--- src/rtl/adcsq_regs.vh ---
/*
 Register map, field positions, reset values and conversion timing for the
 converter sequencer. Assumes a 32-bit register bus with one word per register.
*/
`ifndef ADCSQ_REGS_VH
`define ADCSQ_REGS_VH

// register indices; byte address is four times the index
`define ADCSQ_IDX_RESULT_LO 6'h04
`define ADCSQ_IDX_RESULT_HI 6'h05
`define ADCSQ_IDX_CTRL 6'h06
`define ADCSQ_IDX_CHSEL 6'h07

// control/status fields
`define ADCSQ_CTRL_EN 7
`define ADCSQ_CTRL_START 6
`define ADCSQ_CTRL_FREE 5
`define ADCSQ_CTRL_DONE 4
`define ADCSQ_CTRL_IE 3
`define ADCSQ_CTRL_DIV_LSB 0
`define ADCSQ_CTRL_DIV_W 3
`define ADCSQ_CHSEL_W 3

// reset values
`define ADCSQ_CTRL_RST 8'h00
`define ADCSQ_CHSEL_RST 3'h0
`define ADCSQ_RESULT_RST 10'h000

// conversion timing in ADC clock cycles
`define ADCSQ_NORM_CYCLES 5'd13
`define ADCSQ_DUMMY_EXTRA 5'd12
`define ADCSQ_SAMPLE_CYC 5'd1

// bus responses
`define ADCSQ_RESP_OKAY 2'h0
`define ADCSQ_RESP_SLVERR 2'h2

`endif

--- src/rtl/adcsq_top.v ---
/*
 Conversion sequencer for a 10-bit successive-approximation converter,
 reached over AXI4-Lite. Assumes an analog core outside that follows the
 selected channel, holds its input on sample_o and presents its finished
 code on conv_data_i when the result is written.
*/
// What this block does
// - single or free-running mode by select bit
// - channel register picks one of eight inputs
// - first conversion after enable adds 12 cycles
// - start bit reads high until completion
// - channel change waits for current conversion end
// - result split over high and low registers
// - low read locks result until high read
// - done flag sets even when result dropped
// - prescaler runs only while enabled
// - conversion begins at next ADC clock edge
// - sample-and-hold 1.5 ADC cycles after begin
// - result written 13 ADC cycles after begin
// - single mode needs one extra idle cycle
// - free-running restarts right after each result
// - divider codes give 2,2,4,8,...,128
// - clearing enable aborts running conversion
// - done flag cleared by vector or one
`timescale 1ns/1ps
`include "adcsq_regs.vh"

module adcsq_top #(
  parameter RES_W = 10,
  parameter DIV_W = 7
) (
  input wire clk_i,
  input wire rst_n_i,
  input wire [7:0] s_axi_awaddr,
  input wire s_axi_awvalid,
  output wire s_axi_awready,
  input wire [31:0] s_axi_wdata,
  input wire [3:0] s_axi_wstrb,
  input wire s_axi_wvalid,
  output wire s_axi_wready,
  output wire [1:0] s_axi_bresp,
  output wire s_axi_bvalid,
  input wire s_axi_bready,
  input wire [7:0] s_axi_araddr,
  input wire s_axi_arvalid,
  output wire s_axi_arready,
  output wire [31:0] s_axi_rdata,
  output wire [1:0] s_axi_rresp,
  output wire s_axi_rvalid,
  input wire s_axi_rready,
  input wire [RES_W-1:0] conv_data_i,
  input wire irq_ack_i,
  output wire [2:0] mux_sel_o,
  output wire sample_o,
  output wire conv_busy_o,
  output wire irq_o
);

  localparam ST_IDLE = 3'b001;
  localparam ST_CONV = 3'b010;
  localparam ST_GAP = 3'b100;
  localparam [7:0] CTRL_RST = `ADCSQ_CTRL_RST;

  // bus state
  reg aw_have_q;
  reg [5:0] aw_idx_q;
  reg w_have_q;
  reg [31:0] wdata_q;
  reg [3:0] wstrb_q;
  reg bvalid_q;
  reg [1:0] bresp_q;
  reg rvalid_q;
  reg [31:0] rdata_q;
  reg [1:0] rresp_q;

  // control and status
  reg en_q;
  reg start_q;
  reg free_q;
  reg done_q;
  reg ie_q;
  reg [2:0] div_q;
  reg [2:0] chsel_q;

  // sequencer
  reg [2:0] state_q;
  reg [4:0] cyc_q;
  reg first_q;
  reg dummy_q;
  reg [2:0] act_ch_q;
  reg [RES_W-1:0] result_q;
  reg lock_q;
  reg sample_q;
  reg [DIV_W-1:0] pre_q;

  wire wr_fire;
  wire rd_fire;
  wire [5:0] ar_idx;
  wire wr_ctrl;
  wire wr_chsel;
  wire wr_mapped;
  wire rd_lo;
  wire rd_hi;
  wire ar_mapped;
  reg [DIV_W-1:0] div_last;
  wire tick_rise;
  wire tick_fall;
  wire [4:0] conv_len;
  wire [4:0] sample_at;
  wire conv_end;
  wire lock_now;
  wire done_clr;
  reg [31:0] rd_mux;

  // accept address and data independently, answer once both are held
  assign s_axi_awready = ~aw_have_q;
  assign s_axi_wready = ~w_have_q;
  assign s_axi_bvalid = bvalid_q;
  assign s_axi_bresp = bresp_q;
  assign s_axi_arready = ~rvalid_q;
  assign s_axi_rvalid = rvalid_q;
  assign s_axi_rdata = rdata_q;
  assign s_axi_rresp = rresp_q;

  assign wr_fire = aw_have_q & w_have_q & ~bvalid_q;
  assign rd_fire = s_axi_arvalid & ~rvalid_q;
  assign ar_idx = s_axi_araddr[7:2];

  // registers hold 8 bits, so only the low byte lane matters
  assign wr_ctrl = wr_fire & wstrb_q[0] & (aw_idx_q == `ADCSQ_IDX_CTRL);
  assign wr_chsel = wr_fire & wstrb_q[0] & (aw_idx_q == `ADCSQ_IDX_CHSEL);
  assign wr_mapped = (aw_idx_q == `ADCSQ_IDX_CTRL) | (aw_idx_q == `ADCSQ_IDX_CHSEL) |
                     (aw_idx_q == `ADCSQ_IDX_RESULT_LO) | (aw_idx_q == `ADCSQ_IDX_RESULT_HI);
  assign ar_mapped = (ar_idx == `ADCSQ_IDX_CTRL) | (ar_idx == `ADCSQ_IDX_CHSEL) |
                     (ar_idx == `ADCSQ_IDX_RESULT_LO) | (ar_idx == `ADCSQ_IDX_RESULT_HI);
  assign rd_lo = rd_fire & (ar_idx == `ADCSQ_IDX_RESULT_LO);
  assign rd_hi = rd_fire & (ar_idx == `ADCSQ_IDX_RESULT_HI);

  always @* begin
    case (div_q)
      3'h0: div_last = 7'h01;
      3'h1: div_last = 7'h01;
      3'h2: div_last = 7'h03;
      3'h3: div_last = 7'h07;
      3'h4: div_last = 7'h0f;
      3'h5: div_last = 7'h1f;
      3'h6: div_last = 7'h3f;
      default: div_last = 7'h7f;
    endcase
  end

  // prescaler held in reset while disabled
  always @(posedge clk_i or negedge rst_n_i) begin
    if (!rst_n_i) begin
      pre_q <= 7'h00;
    end else if (!en_q || pre_q == div_last) begin
      pre_q <= 7'h00;
    end else begin
      pre_q <= pre_q + 7'h01;
    end
  end

  // rising edge of the divided clock at wrap, falling edge half way
  assign tick_rise = en_q & (pre_q == div_last);
  assign tick_fall = en_q & (pre_q == (div_last >> 1));

  // dummy conversion lengthens the first one
  assign conv_len = dummy_q ? (`ADCSQ_NORM_CYCLES + `ADCSQ_DUMMY_EXTRA) : `ADCSQ_NORM_CYCLES;
  assign sample_at = dummy_q ? (`ADCSQ_SAMPLE_CYC + `ADCSQ_DUMMY_EXTRA) : `ADCSQ_SAMPLE_CYC;
  // result at the last rising edge of the conversion
  assign conv_end = (state_q == ST_CONV) & tick_rise & (cyc_q + 5'd1 == conv_len);
  // a low read in the same cycle already freezes the pair
  assign lock_now = lock_q | rd_lo;
  // hardware vector or software one clears the flag
  assign done_clr = irq_ack_i | (wr_ctrl & wdata_q[`ADCSQ_CTRL_DONE]);

  always @(posedge clk_i or negedge rst_n_i) begin
    if (!rst_n_i) begin
      aw_have_q <= 1'b0;
      aw_idx_q <= 6'h00;
      w_have_q <= 1'b0;
      wdata_q <= 32'h0000_0000;
      wstrb_q <= 4'h0;
      bvalid_q <= 1'b0;
      bresp_q <= `ADCSQ_RESP_OKAY;
    end else begin
      if (s_axi_awvalid && !aw_have_q) begin
        aw_have_q <= 1'b1;
        aw_idx_q <= s_axi_awaddr[7:2];
      end
      if (s_axi_wvalid && !w_have_q) begin
        w_have_q <= 1'b1;
        wdata_q <= s_axi_wdata;
        wstrb_q <= s_axi_wstrb;
      end
      if (wr_fire) begin
        aw_have_q <= 1'b0;
        w_have_q <= 1'b0;
        bvalid_q <= 1'b1;
        bresp_q <= wr_mapped ? `ADCSQ_RESP_OKAY : `ADCSQ_RESP_SLVERR;
      end else if (bvalid_q && s_axi_bready) begin
        bvalid_q <= 1'b0;
      end
    end
  end

  always @* begin
    rd_mux = 32'h0000_0000;
    case (ar_idx)
      `ADCSQ_IDX_CTRL: rd_mux[7:0] = {en_q, start_q, free_q, done_q, ie_q, div_q};
      `ADCSQ_IDX_CHSEL: rd_mux[2:0] = chsel_q;
      `ADCSQ_IDX_RESULT_LO: rd_mux[7:0] = result_q[7:0];
      `ADCSQ_IDX_RESULT_HI: rd_mux[RES_W-9:0] = result_q[RES_W-1:8];
      default: rd_mux = 32'h0000_0000;
    endcase
  end

  always @(posedge clk_i or negedge rst_n_i) begin
    if (!rst_n_i) begin
      rvalid_q <= 1'b0;
      rdata_q <= 32'h0000_0000;
      rresp_q <= `ADCSQ_RESP_OKAY;
    end else if (rd_fire) begin
      rvalid_q <= 1'b1;
      rdata_q <= rd_mux;
      rresp_q <= ar_mapped ? `ADCSQ_RESP_OKAY : `ADCSQ_RESP_SLVERR;
    end else if (rvalid_q && s_axi_rready) begin
      rvalid_q <= 1'b0;
    end
  end

  // low read locks, high read unlocks
  always @(posedge clk_i or negedge rst_n_i) begin
    if (!rst_n_i) begin
      lock_q <= 1'b0;
    end else if (rd_hi) begin
      lock_q <= 1'b0;
    end else if (rd_lo) begin
      lock_q <= 1'b1;
    end
  end

  // flag set on every completion, set beats clear
  always @(posedge clk_i or negedge rst_n_i) begin
    if (!rst_n_i) begin
      done_q <= CTRL_RST[`ADCSQ_CTRL_DONE];
    end else begin
      done_q <= conv_end | (done_q & ~done_clr);
    end
  end

  always @(posedge clk_i or negedge rst_n_i) begin
    if (!rst_n_i) begin
      result_q <= `ADCSQ_RESULT_RST;
    end else if (conv_end && !lock_now) begin
      result_q <= conv_data_i;
    end
  end

  always @(posedge clk_i or negedge rst_n_i) begin
    if (!rst_n_i) begin
      en_q <= 1'b0;
      start_q <= 1'b0;
      free_q <= 1'b0;
      ie_q <= 1'b0;
      div_q <= 3'h0;
      chsel_q <= `ADCSQ_CHSEL_RST;
      state_q <= ST_IDLE;
      cyc_q <= 5'd0;
      first_q <= 1'b1;
      dummy_q <= 1'b0;
      act_ch_q <= `ADCSQ_CHSEL_RST;
      sample_q <= 1'b0;
    end else begin
      sample_q <= 1'b0;
      case (state_q)
        ST_IDLE: begin
          // begin on next divided clock edge
          if (tick_rise && start_q) begin
            state_q <= ST_CONV;
            cyc_q <= 5'd0;
            dummy_q <= first_q;
            first_q <= 1'b0;
            // channel taken only at conversion begin
            act_ch_q <= chsel_q;
          end
        end
        ST_CONV: begin
          // sample half a cycle after cycle one
          if (tick_fall && cyc_q == sample_at) begin
            sample_q <= 1'b1;
          end
          if (conv_end) begin
            // start clears when the conversion completes
            start_q <= 1'b0;
            cyc_q <= 5'd0;
            if (free_q) begin
              // back to back in free-running mode
              dummy_q <= 1'b0;
              act_ch_q <= chsel_q;
            end else begin
              // one idle ADC cycle in single mode
              state_q <= ST_GAP;
            end
          end else if (tick_rise) begin
            cyc_q <= cyc_q + 5'd1;
          end
        end
        ST_GAP: begin
          if (tick_rise) begin
            // pending start begins right after the gap
            if (start_q) begin
              state_q <= ST_CONV;
              cyc_q <= 5'd0;
              dummy_q <= first_q;
              first_q <= 1'b0;
              act_ch_q <= chsel_q;
            end else begin
              state_q <= ST_IDLE;
            end
          end
        end
        default: begin
          state_q <= ST_IDLE;
        end
      endcase
      // disabled converter aborts and rearms the dummy
      if (!en_q) begin
        state_q <= ST_IDLE;
        start_q <= 1'b0;
        first_q <= 1'b1;
        cyc_q <= 5'd0;
        sample_q <= 1'b0;
      end
      if (wr_ctrl) begin
        en_q <= wdata_q[`ADCSQ_CTRL_EN];
        free_q <= wdata_q[`ADCSQ_CTRL_FREE];
        ie_q <= wdata_q[`ADCSQ_CTRL_IE];
        div_q <= wdata_q[`ADCSQ_CTRL_DIV_LSB +: `ADCSQ_CTRL_DIV_W];
        // writing one together with the enable bit starts, zero has no effect
        if (wdata_q[`ADCSQ_CTRL_START] && wdata_q[`ADCSQ_CTRL_EN]) begin
          start_q <= 1'b1;
        end
      end
      if (wr_chsel) begin
        chsel_q <= wdata_q[`ADCSQ_CHSEL_W-1:0];
      end
    end
  end

  assign mux_sel_o = act_ch_q;
  assign sample_o = sample_q;
  assign conv_busy_o = (state_q == ST_CONV);
  // request while flag and interrupt enable both set
  assign irq_o = done_q & ie_q;

endmodule

--- config.mk ---
export PLATFORM = sky130hd
export DESIGN_NAME = adcsq_top
export DESIGN_NICKNAME = d
export VERILOG_FILES = /design/src/rtl/adcsq_top.v
export VERILOG_INCLUDE_DIRS = /design/src /design/src/rtl
export SDC_FILE = /design/constraint.sdc
export NUM_CORES = 1
export LEC_CHECK = 0
export ABC_AREA = 1
export BUFFER_PORTS_ARGS = -buffer_cell sky130_fd_sc_hd__buf_4
export CORE_MARGIN = 10
export CORE_UTILIZATION = 50
export DETAILED_ROUTE_END_ITERATION = 10
export GPL_TIMING_DRIVEN = 1
export PLACE_DENSITY = 0.86
export SKIP_CTS_REPAIR_TIMING = 1
export SLEW_MARGIN = 20
export SYNTH_ARGS = -nofsm -noshare
export SYNTH_HDL_FRONTEND = slang
export SYNTH_SLANG_ARGS = --single-unit
--- constraint.sdc ---
create_clock -name clk_i -period 4.28 [get_ports clk_i]
set_input_delay 0.214 -clock clk_i [delete_from_list [all_inputs] [get_ports clk_i]]
set_output_delay 0.214 -clock clk_i [all_outputs]
set_load 0.01 [all_outputs]
Yosys cells after proc, flatten, opt, wreduce, memory -nomap -nowiden. Index checks and enable logic that the tools add are counted.

$add $sub $neg: 2. Eq/ne operators: 34. Multiplexer cells: 58. Bitwise operators: 29. Reductions and logical operators: 25.

Operator list (number): $eq 6x3->1 const B (8); $pmux 7 s6 (1); $mux 5 (7); $mux 3 (10); $mux 1 (27); $pmux 3 s3 (2); $and 1x1->1 (15); $pmux 5 s3 (1); $eq 3x3->1 const B (4); $ne 3x3->1 const B (4); $pmux 5 s2 (1); $reduce_bool 2->1 (5); $eq 3x2->1 const B (3); $or 1x1->1 (9); $logic_and 1x1->1 (8); $ne 4x2->1 const B (2); $pmux 2 s4 (1); $reduce_and 4->1 (2); $add 7x1->7 const B (1); $eq 7x6->1 (1); $eq 7x7->1 (1); $mux 7 (1); $eq 3x1->1 const B (2); $mux 2 (3); other kinds (18) (29).

Bits in registers: 74. Input bits: 70. Output and inout bits: 47. Word-level logic and storage cells: 174.

Depth between registers and ports, before layout. Gate-level depths: netlist (run 1).

Word-level depth: 12. Depth in mapped cells: 15. Gate-level depth less buffers: 14.

Worst setup path after synthesis (run 1). No wires, ideal clock.

Kind: reg2reg. From: reg cyc_q[0]. To: reg result_q[0]. Library setup time: 117 ps. Data arrival time: 1613 ps. Required time: 4163 ps. Setup slack: 2550 ps. Stages on the path, launching flop included: 13. Buffers on the path: 1. Clock period less this slack: 1730 ps. Cell sequence: dfrtp_1 -> ha_1 -> nand2_1 -> inv_1 -> nor2_1 -> nand3_1 -> a21oi_4 -> nand2_4 -> clkinv_8 -> nand2_4 -> buf_6 -> nand2_1 -> nand2_1.

Word-level cells in the longest chain between the ends: 4.

RTL lines: start, declared (line adcsq_top.v:87) `reg [4:0] cyc_q;`; start signal, assigned (line adcsq_top.v:306) `cyc_q <= cyc_q + 5'd1;`; $add 5x1->5 (line adcsq_top.v:171) `assign conv_end = (state_q == ST_CONV) & tick_rise & (cyc_q + 5'd1 == conv_len);`; $eq 5x5->1 (line adcsq_top.v:171); $and 1x1->1 (line adcsq_top.v:171); $logic_and 1x1->1 (line adcsq_top.v:255) `end else if (conv_end && !lock_now) begin`; end signal, assigned (line adcsq_top.v:254) `` result_q <= `ADCSQ_RESULT_RST; ``; end signal, assigned (line adcsq_top.v:256) `result_q <= conv_data_i;`; end, declared (line adcsq_top.v:91) `reg [RES_W-1:0] result_q;`.

Every way passes these cells. A chain may end at the register's enable or synchronous reset.

Final worst setup path (run 1).
From: reg bvalid_q (netlist: s_axi_bvalid). To: reg start_q.

Word-level cells in the longest chain between the ends: 5.

RTL lines: start, declared (line adcsq_top.v:70) `reg bvalid_q;`; start signal, assigned (line adcsq_top.v:184) `bvalid_q <= 1'b0;`; start signal, assigned (line adcsq_top.v:199) `bvalid_q <= 1'b1;`; start signal, assigned (line adcsq_top.v:202) `bvalid_q <= 1'b0;`; $not 1->1 (line adcsq_top.v:125) `assign wr_fire = aw_have_q & w_have_q & ~bvalid_q;`; $and 1x1->1 (line adcsq_top.v:125); $and 1x1->1 (2 in a row) (line adcsq_top.v:130) `` assign wr_ctrl = wr_fire & wstrb_q[0] & (aw_idx_q == `ADCSQ_IDX_CTRL); ``; $mux 1 (line adcsq_top.v:335) `if (wr_ctrl) begin`; end signal, assigned (line adcsq_top.v:295) `start_q <= 1'b0;`; end signal, assigned (line adcsq_top.v:330) `start_q <= 1'b0;`; end signal, assigned (line adcsq_top.v:342) `start_q <= 1'b1;`; end, declared (line adcsq_top.v:78) `reg start_q;`.

Every way passes these cells.

==> results.md, run 1 <==
- Via count: 3338
- Mean Syn Cell Area: 8.14 um2
- Required time of the critical path: 4.54 ns
- Max-Cap Viols: 0
- FILL cells: 610
- Final setup vio count: 0
- CP Launch Type: register
- Largest net degree at the start of global routing: 73
- Worst hold slack: -0.0377 ns
- Vias in the first global route: 3302
- Layout cells sized above 1: 19.1%
- Fin util: 60.6%
- Number of diodes: 0
- CTS tree: done
- First-pass GRT wire length: 14.8 mm
- Grt ovf: 0
- CP Max Fanout: 12
- Area grow syn2layout: 16.6%
- CTS Sinks: 72
- Post-Route WL: 8.86 mm
- Top Ports: 117
- Area after DPL: 4260 um2
- CTS Buffer Depth: 2
- First-pass DRT Iterations: 5
- Placer Congestion: 0.864
- Starting density of the core: 52.0%
- Max rail drop VDD: 0.347 mV
- Failing checks: negative hold slack
- Footprint of the multi-input gates: 1650 um2
- Power per Cell Area: 473 nW/um2
- Min Tclk post-route: 2.07 ns
- DRT iter0 DRCs: 171
- DRC Markers: 0
- RSZ-0062 raised after global routing: no
- DR WL/cell: 13.9 um
- Max Slew Vio Count: 0
- Post-Syn Instances: 471
- Sequential area share after synthesis: 47.1%
- Final TNS setup: 0 ns
- Tightest Pin Transition: 0.864 ns
- Fin crit share: 48.3%
- Status: finished with violations
- FF-to-FF End: start_q$_DFF_PN0_
- Vias per inst: 5.23
- CTS root buffer: clkbuf_8
- CTS clk-pin slew, worst paths: 0.09 ns
- Reg2Reg Setup Slack: 2.21 ns
- Worst r2r src: s_axi_bvalid$_DFFE_PN0P_
- Hold Crit Class: input pin to asynchronous set/reset pin
- WS Path Type: register to register
- Post-DP HPWL: 6.85 mm
- Achievable clock frequency: 0.484 GHz
- Full die area: 11600 um2
- Hold Fails Final Rpt: 70
- Initial antenna violation count: 0
- Post-route cell area: 4470 um2
- Leak: 0.00231 uW
- CP startpoint: s_axi_bvalid$_DFFE_PN0P_
- Yosys reg bits: 72
- Final nets: 608
- Syn. warnings: 0
- Die height: 108 um
- CTS buffer count: 9
- Total GRT Usage: 15.6%
- Mapped Area: 3830 um2
- Crit end category: register
- Core area: 7370 um2
- H-tree depth: 3
- Final antenna-violating net count: 0
- Relative slew margins: 42.4%
- Worst R2R Path Depth: 5
- Crit path capture: start_q$_DFF_PN0_
- Die X: 108 um
- Netlist cell types: 40
- Row count: 31
- Skew-Pair Late Insertion Delay: 0.37 ns
- Storage element area: 1800 um2
- Clock skew: 0.0117 ns
- Port Buffers: 59
- Worst EP arrival: 2.33 ns
[through the flow]
stage	hold slack (ns)	worst slack, ns	power (uW)	std cells
6_report	-0.0377	2.21	2110	638
5_1_grt	0.0200	2.00	2250	638
4_1_cts	-0.00152	1.81	2110	638
3_5_place_dp	0.390	1.86	1560	622
3_3_place_gp	0.380	2.01	1520	622
2_1_floorplan	-0.0816	2.55	1370	496
[routing by layer]
metal,wire length [um],track usage (%)
met5,0,0
met3,766,4.85
met2,4310,25.5
met1,3610,18.7
met4,172,5.92
[worst min path at each step]
stage	from	endpoint	slack (ns)	cells after the start
6_report	rst_n_i	pre_q[3]$_DFF_PN0_	-0.04	1
3_5_place_dp	rst_n_i	pre_q[2]$_DFF_PN0_	0.39	1
5_1_grt	s_axi_bready	s_axi_bvalid$_DFFE_PN0P_	0.02	2
4_1_cts	rst_n_i	chsel_q[1]$_DFFE_PN0P_	-0.002	1
2_1_floorplan	rst_n_i	aw_have_q$_DFFE_PN0P_	-0.08	0
3_3_place_gp	rst_n_i	sample_o$_DFF_PN0_	0.38	1
[worst max-delay path: stages (launching register included)]
cell     delay (ns)
dfrtp_1        0.41
nor3_1         0.48
inv_1          0.18
nor3_2         0.62
nand3_1        0.17
o31ai_1        0.11
[layout by cell type (no fill, tap or decap), types with 2 or more instances in the layout]
cell type  synthesis  final
a21oi_1           13     13
a21oi_2            2      2
a21oi_4            2      2
a221oi_1           2      2
buf_4             26     59
clkbuf_8           0      9
clkinv_4           0      4
conb_1             1     26
dfrtp_1           70     70
dfstp_2            2      2
ha_1               4      4
inv_1             58     58
mux2_2             7      7
nand2_1          119    119
nand2_2            2      2
nand2_4            2      2
nand3_1           39     39
nand3_2            2      2
nand4_1           12     12
nor2_1            44     44
nor2_2             3      3
nor3_1             5      4
nor3_2             1      2
nor3b_1            2      2
o2111ai_1          2      2
o211ai_1           4      4
o21ai_0           25     25
o31ai_1            2      2
xor2_1             4      4
[synthesized netlist by cell type, drive strengths merged]
master	count	area, um2
ha	4	50.1
nor2	47	184
a22oi	1	7.51
o31ai	2	15.0
a31oi	1	6.26
clkinv	1	16.3
a21boi	1	7.51
a21oi	17	115
clkbuf	2	7.51
mux2	7	78.8
o221ai	1	8.76
o2111ai	2	17.5
nand2	123	482
or4	1	7.51
o211ai	4	30.0
xor2	4	35.0
nand4	13	87.6
a221oi	2	17.5
o21ai	25	125
o22ai	1	6.26
nor3b	2	15.0
dfrtp	70	1750
inv	60	228
nor3	6	35.0
nand3	41	215
conb	1	3.75
buf	30	228
dfstp	2	52.6
[cell families (layout without fill, tap and decap cells)]
group / after synthesis / after routing / synth area share (%)
and+or+nand+nor: 233 / 233 / 26.8
buffers and inverters: 93 / 136 / 12.5
DFF: 72 / 72 / 47.1
xor gates and xnor gates: 4 / 4 / 0.914
AOI/OAI and AO/OA: 57 / 57 / 9.30
adders and majority gates: 4 / 4 / 1.31
other: 1 / 26 / 0.0978
muxes: 7 / 7 / 2.06
[state kept, by name (all words and copies together), names as in the netlist, 3 cells and up]
register,cells
s_axi_rdata,8
wdata_q,8
cyc_q,5
result_q,10
aw_idx_q,6
mux_sel_o,3
pre_q,7
chsel_q,3
div_q,3
state_q,3
[cell type report]
class / count / share of cell area, %
tap: 99 / 2.77
multi-input combinational: 331 / 36.9
sequential: 72 / 40.4
inverter: 61 / 5.46
timing repair buffer: 59 / 9.91
clock inverter: 7 / 1.82
clock buffer: 9 / 2.77
[where the power goes]
group	internal [uW]	switching, uW
Sequential	836	132
Clock	276	282
Combinational	219	369
No activity file was read; power rests on OpenSTA's default activity.
==> run 2: changes to the inputs <==
CORE_UTILIZATION = 47   (was 50)
PLACE_DENSITY = 0.85   (was 0.86)
clock period = 1.7 ns   (was 4.28 ns; I/O delays follow)
==> run 2 against run 1 <==
The run ends with negative hold slack, negative setup slack left. Largest power group unchanged. Core utilization up 6.1 points. Clock power rose by 150%. Design area increased by 17%. Wire length rose by 25%. Final cell count grew 10%. First-iteration DRC count up 26%. Setup slack got worse by 2.4 ns. Sequential power grew to 2.6 times the previous value. Sequential cell count unchanged. Critical path type unchanged. Register-to-register slack worse by 2.4 ns. Fmax is 11% higher.
==> results.md, run 2 (same netlist as run 1, synthesis figures left out) <==
- Status: finished with violations (unchanged)
- Failing checks: negative hold slack, negative setup slack (was negative hold slack)
- Part of the power in combinational logic: 35.3% (was 27.8%)
- Min Tclk post-route: 1.87 ns (was 2.07 ns)
- Achievable clock frequency: 0.536 GHz (was 0.484 GHz)
- Final WS setup: -0.166 ns (was 2.21 ns)
- H-tree depth: 3 (unchanged)
- Starting density of the core: 48.9% (was 52.0%)
- CTS clk-pin slew, worst paths: 0.08 ns (was 0.09 ns)
- Port Buffers: 59 (unchanged)
- Final TNS setup: -2.88 ns (was 0 ns)
- Final nets: 671 (was 608)
- Post-DP HPWL: 7.50 mm (was 6.85 mm)
- CTS buffer count: 9 (unchanged)
- Max-Cap Viols: 0 (unchanged)
- Footprint of the multi-input gates: 1880 um2 (was 1650 um2)
- DRC Markers: 0 (unchanged)
- Full die area: 12200 um2 (was 11600 um2)
- Sw Pwr: 2230 uW (was 783 uW)
- Post-Route WL: 11.0 mm (was 8.86 mm)
- Slowest-stage cell, CP: dfrtp_2 (was nor3_2)
- Storage element area: 1810 um2 (was 1800 um2)
- Final setup vio count: 24 (was 0)
- Initial antenna violation count: 0 (unchanged)
- Sequential power share: 41.5% (was 45.8%)
- Hold Fails Final Rpt: 5 (was 70)
- Largest net degree at the start of global routing: 39 (was 73)
- Max FFs per register: 10 (unchanged)
- Die height: 110 um (was 108 um)
- Worst EP arrival: 2.16 ns (was 2.33 ns)
- First-pass GRT wire length: 15.7 mm (was 14.8 mm)
- Critical-path cell list: inv_2 -> nand2_2 -> nand2_2 -> nand2_2 -> nand2_2 -> nand2_2 -> nor2_4 -> nand3_4 -> inv_4 -> nand2_4 -> clkinv_8 -> buf_8 -> nand3_1 -> nand2_1 (was nor3_1 -> inv_1 -> nor3_2 -> nand3_1 -> o31ai_1)
- WS Path Type: register to register (unchanged)
- First-pass DRT Iterations: 5 (unchanged)
- Area grow syn2layout: 36.7% (was 16.6%)
- FILL cells: 584 (was 610)
- Largest Register: result_q (unchanged)
- Overall power: 5960 uW (was 2110 uW)
- Pint: 3730 uW (was 1330 uW)
- Fin crit share: 110% (was 48.3%)
- Grt ovf: 0 (unchanged)
- Switch share: 37.5% (was 37.1%)
- Via count: 3635 (was 3338)
- Tightest Pin Transition: 0.671 ns (was 0.864 ns)
- Relative slew margins: 55.2% (was 42.4%)
- Placer Congestion: 0.874 (was 0.864)
- Final antenna-violating net count: 0 (unchanged)
- Worst hold slack: -0.0312 ns (was -0.0377 ns)
- Leak: 0.00262 uW (was 0.00231 uW)
- DRT iter0 DRCs: 215 (was 171)
- Max rail drop VDD: 0.805 mV (was 0.347 mV)
- Most frequent cells in the layout: buf_4 (98), nand2_1 (97), dfrtp_1 (67) (was nand2_1 (119), dfrtp_1 (70), buf_4 (59))
- CP Max Fanout: 8 (was 12)
- Total GRT Usage: 15.9% (was 15.6%)
- Number of diodes: 0 (unchanged)
- Crit end category: register (unchanged)
- Commonest non-fill, non-tap cell in the layout: buf_4 (was nand2_1)
- Power per Cell Area: 1140 nW/um2 (was 473 nW/um2)
- Core area: 7850 um2 (was 7370 um2)
- Die X: 110 um (was 108 um)
- Cell mode on critical path: nand2_2
- Fin util: 66.8% (was 60.6%)
- Vias in the first global route: 3479 (was 3302)
- Hold Crit Class: input pin to register (was input pin to asynchronous set/reset pin)
- Row count: 32 (was 31)
- Clock Power Share: 23.2% (was 26.4%)
- CP peak stage delay: 0.48 ns (was 0.62 ns)
- DR WL/cell: 15.7 um (was 13.9 um)
- CTS tree: done (unchanged)
- Max Slew Vio Count: 0 (unchanged)
- Vias per inst: 5.16 (was 5.23)
- Layout cells sized above 1: 32.2% (was 19.1%)
- CTS root buffer: clkbuf_8 (unchanged)
- Reg2Reg Setup Slack: -0.17 ns (was 2.21 ns)
- RSZ-0062 raised after global routing: yes (was no)
- CTS Sinks: 72 (unchanged)
- CTS Buffer Depth: 2 (unchanged)
- Skew-Pair Late Insertion Delay: 0.36 ns (was 0.37 ns)
- Required time of the critical path: 1.99 ns (was 4.54 ns)
- Top Ports: 117 (unchanged)
- Clock skew: 0.0116 ns (was 0.0117 ns)
- CP Launch Type: register (unchanged)
run 2: metal layers:
metal  track usage, %  wire length, um  vias to the layer above  share of wire (%)
met2             27.4             5820                      137                 53
met1             19.0             4290                     1744                 39
met3             3.71              749                       19                6.8
li1                 -                -                     1735                  -
met5                0                0                        -                  0
met4             5.50              181                        0                1.6
run 2: power by group through the flow:
stage | registers, uW | logic, uW | clock network, uW
floorplan | 2350 | 1100 | 0
global placement | 2410 | 1670 | 0
detailed placement | 2440 | 1730 | 0
CTS | 2410 | 1750 | 1380
global route | 2520 | 2300 | 1460
finish | 2470 | 2110 | 1380
run 2: path summary, 6_finish.rpt:
check | from | to | cells past startpoint
hold reg to reg | first_q$_DFFE_PN1P_ | first_q$_DFFE_PN1P_ | 2
hold / removal | irq_ack_i | done_q$_DFF_PN0_ | 4
max in group asynchronous | rst_n_i | div_q[2]$_DFFE_PN0P_ | 3
setup / recovery | div_q[0]$_DFFE_PN0P_ | result_q[2]$_DFFE_PN0P_ | 14
setup reg to reg | div_q[0]$_DFFE_PN0P_ | result_q[2]$_DFFE_PN0P_ | 14
min in group asynchronous | rst_n_i | pre_q[1]$_DFF_PN0_ | 2
run 2: metrics by stage:
step,cells,setup WS (ns),cell area [um2]
finish,704,-0.166,5240
global route,704,-0.242,5240
CTS,674,-0.152,4730
detailed placement,658,-0.137,4530
global placement,658,-0.0806,4530
floorplan,496,0.00387,3940
run 2: area by class of cell:
type,count,share of cell area (%)
Multi-Input combinational cell,332,35.9
Tap cell,102,2.44
Sequential cell,72,34.5
Inverter,61,4.70
Clock buffer,11,2.70
Clock inverter,5,1.07
Timing Repair Buffer,121,18.7
run 2: critical path: cells and delay by family (launching register included):
family / cells / cell delay [ns]
buffers and inverters: 4 / 0.44
DFF: 1 / 0.48
and+or+nand+nor: 10 / 0.89
==> run 3: changes to the inputs <==
CORE_MARGIN = unset   (was 10)
==> run 3 against run 2 <==
The flow still finishes with violations (negative hold slack, negative setup slack). Largest power group unchanged. Combinational power hardly changed. Sequential share of layout area is 0.64 points lower. Final cell count is 1.3% higher. Setup slack worse by 0.057 ns. Wire length is 4.5% lower. Total power is 5.4% higher. Sequential cell count stayed put. First-iteration DRC count is 40% higher.
==> results.md, run 3 (same netlist as run 1, synthesis figures left out) <==
- Final antenna-violating net count: 0 (unchanged)
- First-pass GRT wire length: 15.0 mm (was 15.7 mm)
- Die X: 92.3 um (was 110 um)
- Number of diodes: 0 (unchanged)
- Relative slew margins: 46.3% (was 55.2%)
- Port Buffers: 59 (unchanged)
- Core area: 7810 um2 (was 7850 um2)
- Worst r2r src: div_q[0]$_DFFE_PN0P_ (unchanged)
- Hold worst-path end: wdata_q[2]$_DFFE_PN0P_ (was done_q$_DFF_PN0_)
- Layout cells sized above 1: 32.6% (was 32.2%)
- Tightest Pin Transition: 0.804 ns (was 0.671 ns)
- CP startpoint: div_q[0]$_DFFE_PN0P_ (unchanged)
- Worst hold slack: -0.0201 ns (was -0.0312 ns)
- Status: finished with violations (unchanged)
- Met2 wire len: 5.45 mm (was 5.82 mm)
- Post-DP HPWL: 6.56 mm (was 7.50 mm)
- CP Launch Type: register (unchanged)
- Hold Fails Final Rpt: 2 (was 5)
- Via count: 3782 (was 3635)
- Met1 WL: 4.10 mm (was 4.29 mm)
- Leak: 0.00267 uW (was 0.00262 uW)
- Full die area: 8520 um2 (was 12200 um2)
- DR WL met3: 680 um (was 749 um)
- Starting density of the core: 49.1% (was 48.9%)
- Most frequent cells in the layout: buf_4 (102), nand2_1 (99), dfrtp_1 (67) (was buf_4 (98), nand2_1 (97), dfrtp_1 (67))
- Worst EP arrival: 2.21 ns (was 2.16 ns)
- Hold Crit Class: input pin to register (unchanged)
- CTS clk-pin slew, worst paths: 0.08 ns (about the same)
- Post-Route WL: 10.5 mm (was 11.0 mm)
- Vias in the first global route: 3367 (was 3479)
- Final TNS setup: -2.79 ns (was -2.88 ns)
- H-tree depth: 3 (unchanged)
- Max FFs per register: 10 (unchanged)
- CP Max Fanout: 8 (unchanged)
- Commonest non-fill, non-tap cell in the layout: buf_4 (unchanged)
- Footprint of the multi-input gates: 1850 um2 (was 1880 um2)
- CTS buffer count: 9 (unchanged)
- DRC Markers: 0 (unchanged)
- Hold wc startpoint: s_axi_wdata[2] (was irq_ack_i)
- Skew-Pair Late Insertion Delay: 0.36 ns (about the same)
- Overall power: 6280 uW (was 5960 uW)
- Row count: 32 (unchanged)
- Max-Cap Viols: 0 (unchanged)
- Reg2Reg Setup Slack: -0.22 ns (was -0.17 ns)
- Max rail drop VDD: 1.04 mV (was 0.805 mV)
- Power per Cell Area: 1180 nW/um2 (was 1140 nW/um2)
- Highest Signal Layer: met4 (unchanged)
- Max Slew Vio Count: 0 (unchanged)
- Area grow syn2layout: 39.3% (was 36.7%)
- DRT iter0 DRCs: 302 (was 215)
- Largest Register: result_q (unchanged)
- Total GRT Usage: 22.3% (was 15.9%)
- DR WL/cell: 14.8 um (was 15.7 um)
- Crit end category: register (unchanged)
- CTS root buffer: clkbuf_8 (unchanged)
- Required time of the critical path: 1.99 ns (about the same)
- Die height: 92.3 um (was 110 um)
- Final setup vio count: 22 (was 24)
- Achievable clock frequency: 0.520 GHz (was 0.536 GHz)
- Fin crit share: 113% (was 110%)
- FF-to-FF End: result_q[5]$_DFFE_PN0P_ (was result_q[2]$_DFFE_PN0P_)
- Failing checks: negative hold slack, negative setup slack (unchanged)
- Clock skew: 0.00879 ns (was 0.0116 ns)
- CTS Sinks: 72 (unchanged)
- Placer Congestion: 0.889 (was 0.874)
- Vias per inst: 5.30 (was 5.16)
- Initial antenna violation count: 0 (unchanged)
- CTS tree: done (unchanged)
- Cell count of the worst hold path: 3 (was 4)
- FILL cells: 545 (was 584)
- Storage element area: 1810 um2 (unchanged)
- RSZ-0062 raised after global routing: yes (unchanged)
- Final nets: 680 (was 671)
- Grt ovf: 0 (unchanged)
- WS Path Type: register to register (unchanged)
- Largest net degree at the start of global routing: 55 (was 39)
- First-pass DRT Iterations: 5 (unchanged)
- CTS Buffer Depth: 2 (unchanged)
- Final WS setup: -0.223 ns (was -0.166 ns)
- Worst R2R Path Depth: 14 (unchanged)
- Min Tclk post-route: 1.92 ns (was 1.87 ns)
- Top Ports: 117 (unchanged)
[run 3: cell count changes in the layout (fill, tap and decap cells not counted), moves of 3 or more]
cell,change
a21oi_2,-3
buf_4,+4
nand3_1,-4
a21oi_1,+3
dlygate4sd3_1,+4
nor2_2,+4
nor2_4,-3
nand3_2,+5
[run 3: how the worst max path moves through the flow]
stage	slack [ns]	endpoint
final	-0.22	result_q[5]$_DFFE_PN0P_
after global routing	-0.33	result_q[5]$_DFFE_PN0P_
after CTS	-0.16	cyc_q[1]$_DFFE_PN0P_
after detailed placement	-0.15	cyc_q[1]$_DFFE_PN0P_
after global placement	-0.05	cyc_q[1]$_DFFE_PN0P_
after floorplan	0.004	result_q[3]$_DFFE_PN0P_
[run 3: layer usage]
layer / track usage [%] / vias up
li1: - / 1750
met1: 28.2 / 1803
met2: 37.3 / 193
met3: 4.43 / 36
met4: 9.11 / 0
met5: 0 / -
[run 3: area by class of cell]
cell class                 count  share of cell area [%]
multi-input combinational    332                    34.7
sequential                    72                    33.9
timing repair buffer         130                    19.9
inverter                      61                    4.57
clock buffer                  10                    2.39
tap                          102                    2.39
clock inverter                 6                    2.16
[run 3: report_power, final]
part	internal (uW)	switching [uW]	leakage, uW
Sequential	2110	355	0.000919
Clock	986	726	0.000117
Combinational	933	1170	0.00163
Total	4030	2250	0.00267
[run 3: metrics by stage]
step	util [%]	hold WS (ns)	std cells	setup slack (ns)	area, um2
4_1_cts	61.4	-0.402	677	-0.165	4800
3_3_place_gp	58.3	-0.0249	661	-0.0516	4550
5_1_grt	68.4	0.00106	713	-0.330	5340
3_5_place_dp	58.3	-0.0204	661	-0.153	4550
2_1_floorplan	-	-0.211	496	0.00387	3940
6_report	68.4	-0.0201	713	-0.223	5340
[run 3: critical path, stage by stage, from the launching register on]
cell and delay [ns]:
dfrtp_2 0.47, inv_2 0.11, nand2_2 0.06, nand2_1 0.08, nand2_1 0.07, nand2_2 0.06, nand2_1 0.06, nor2_2 0.16
nand3_2 0.13, inv_2 0.12, nand2_4 0.11, clkinv_8 0.10, buf_8 0.13, nand3_1 0.11, nand2_1 0.11
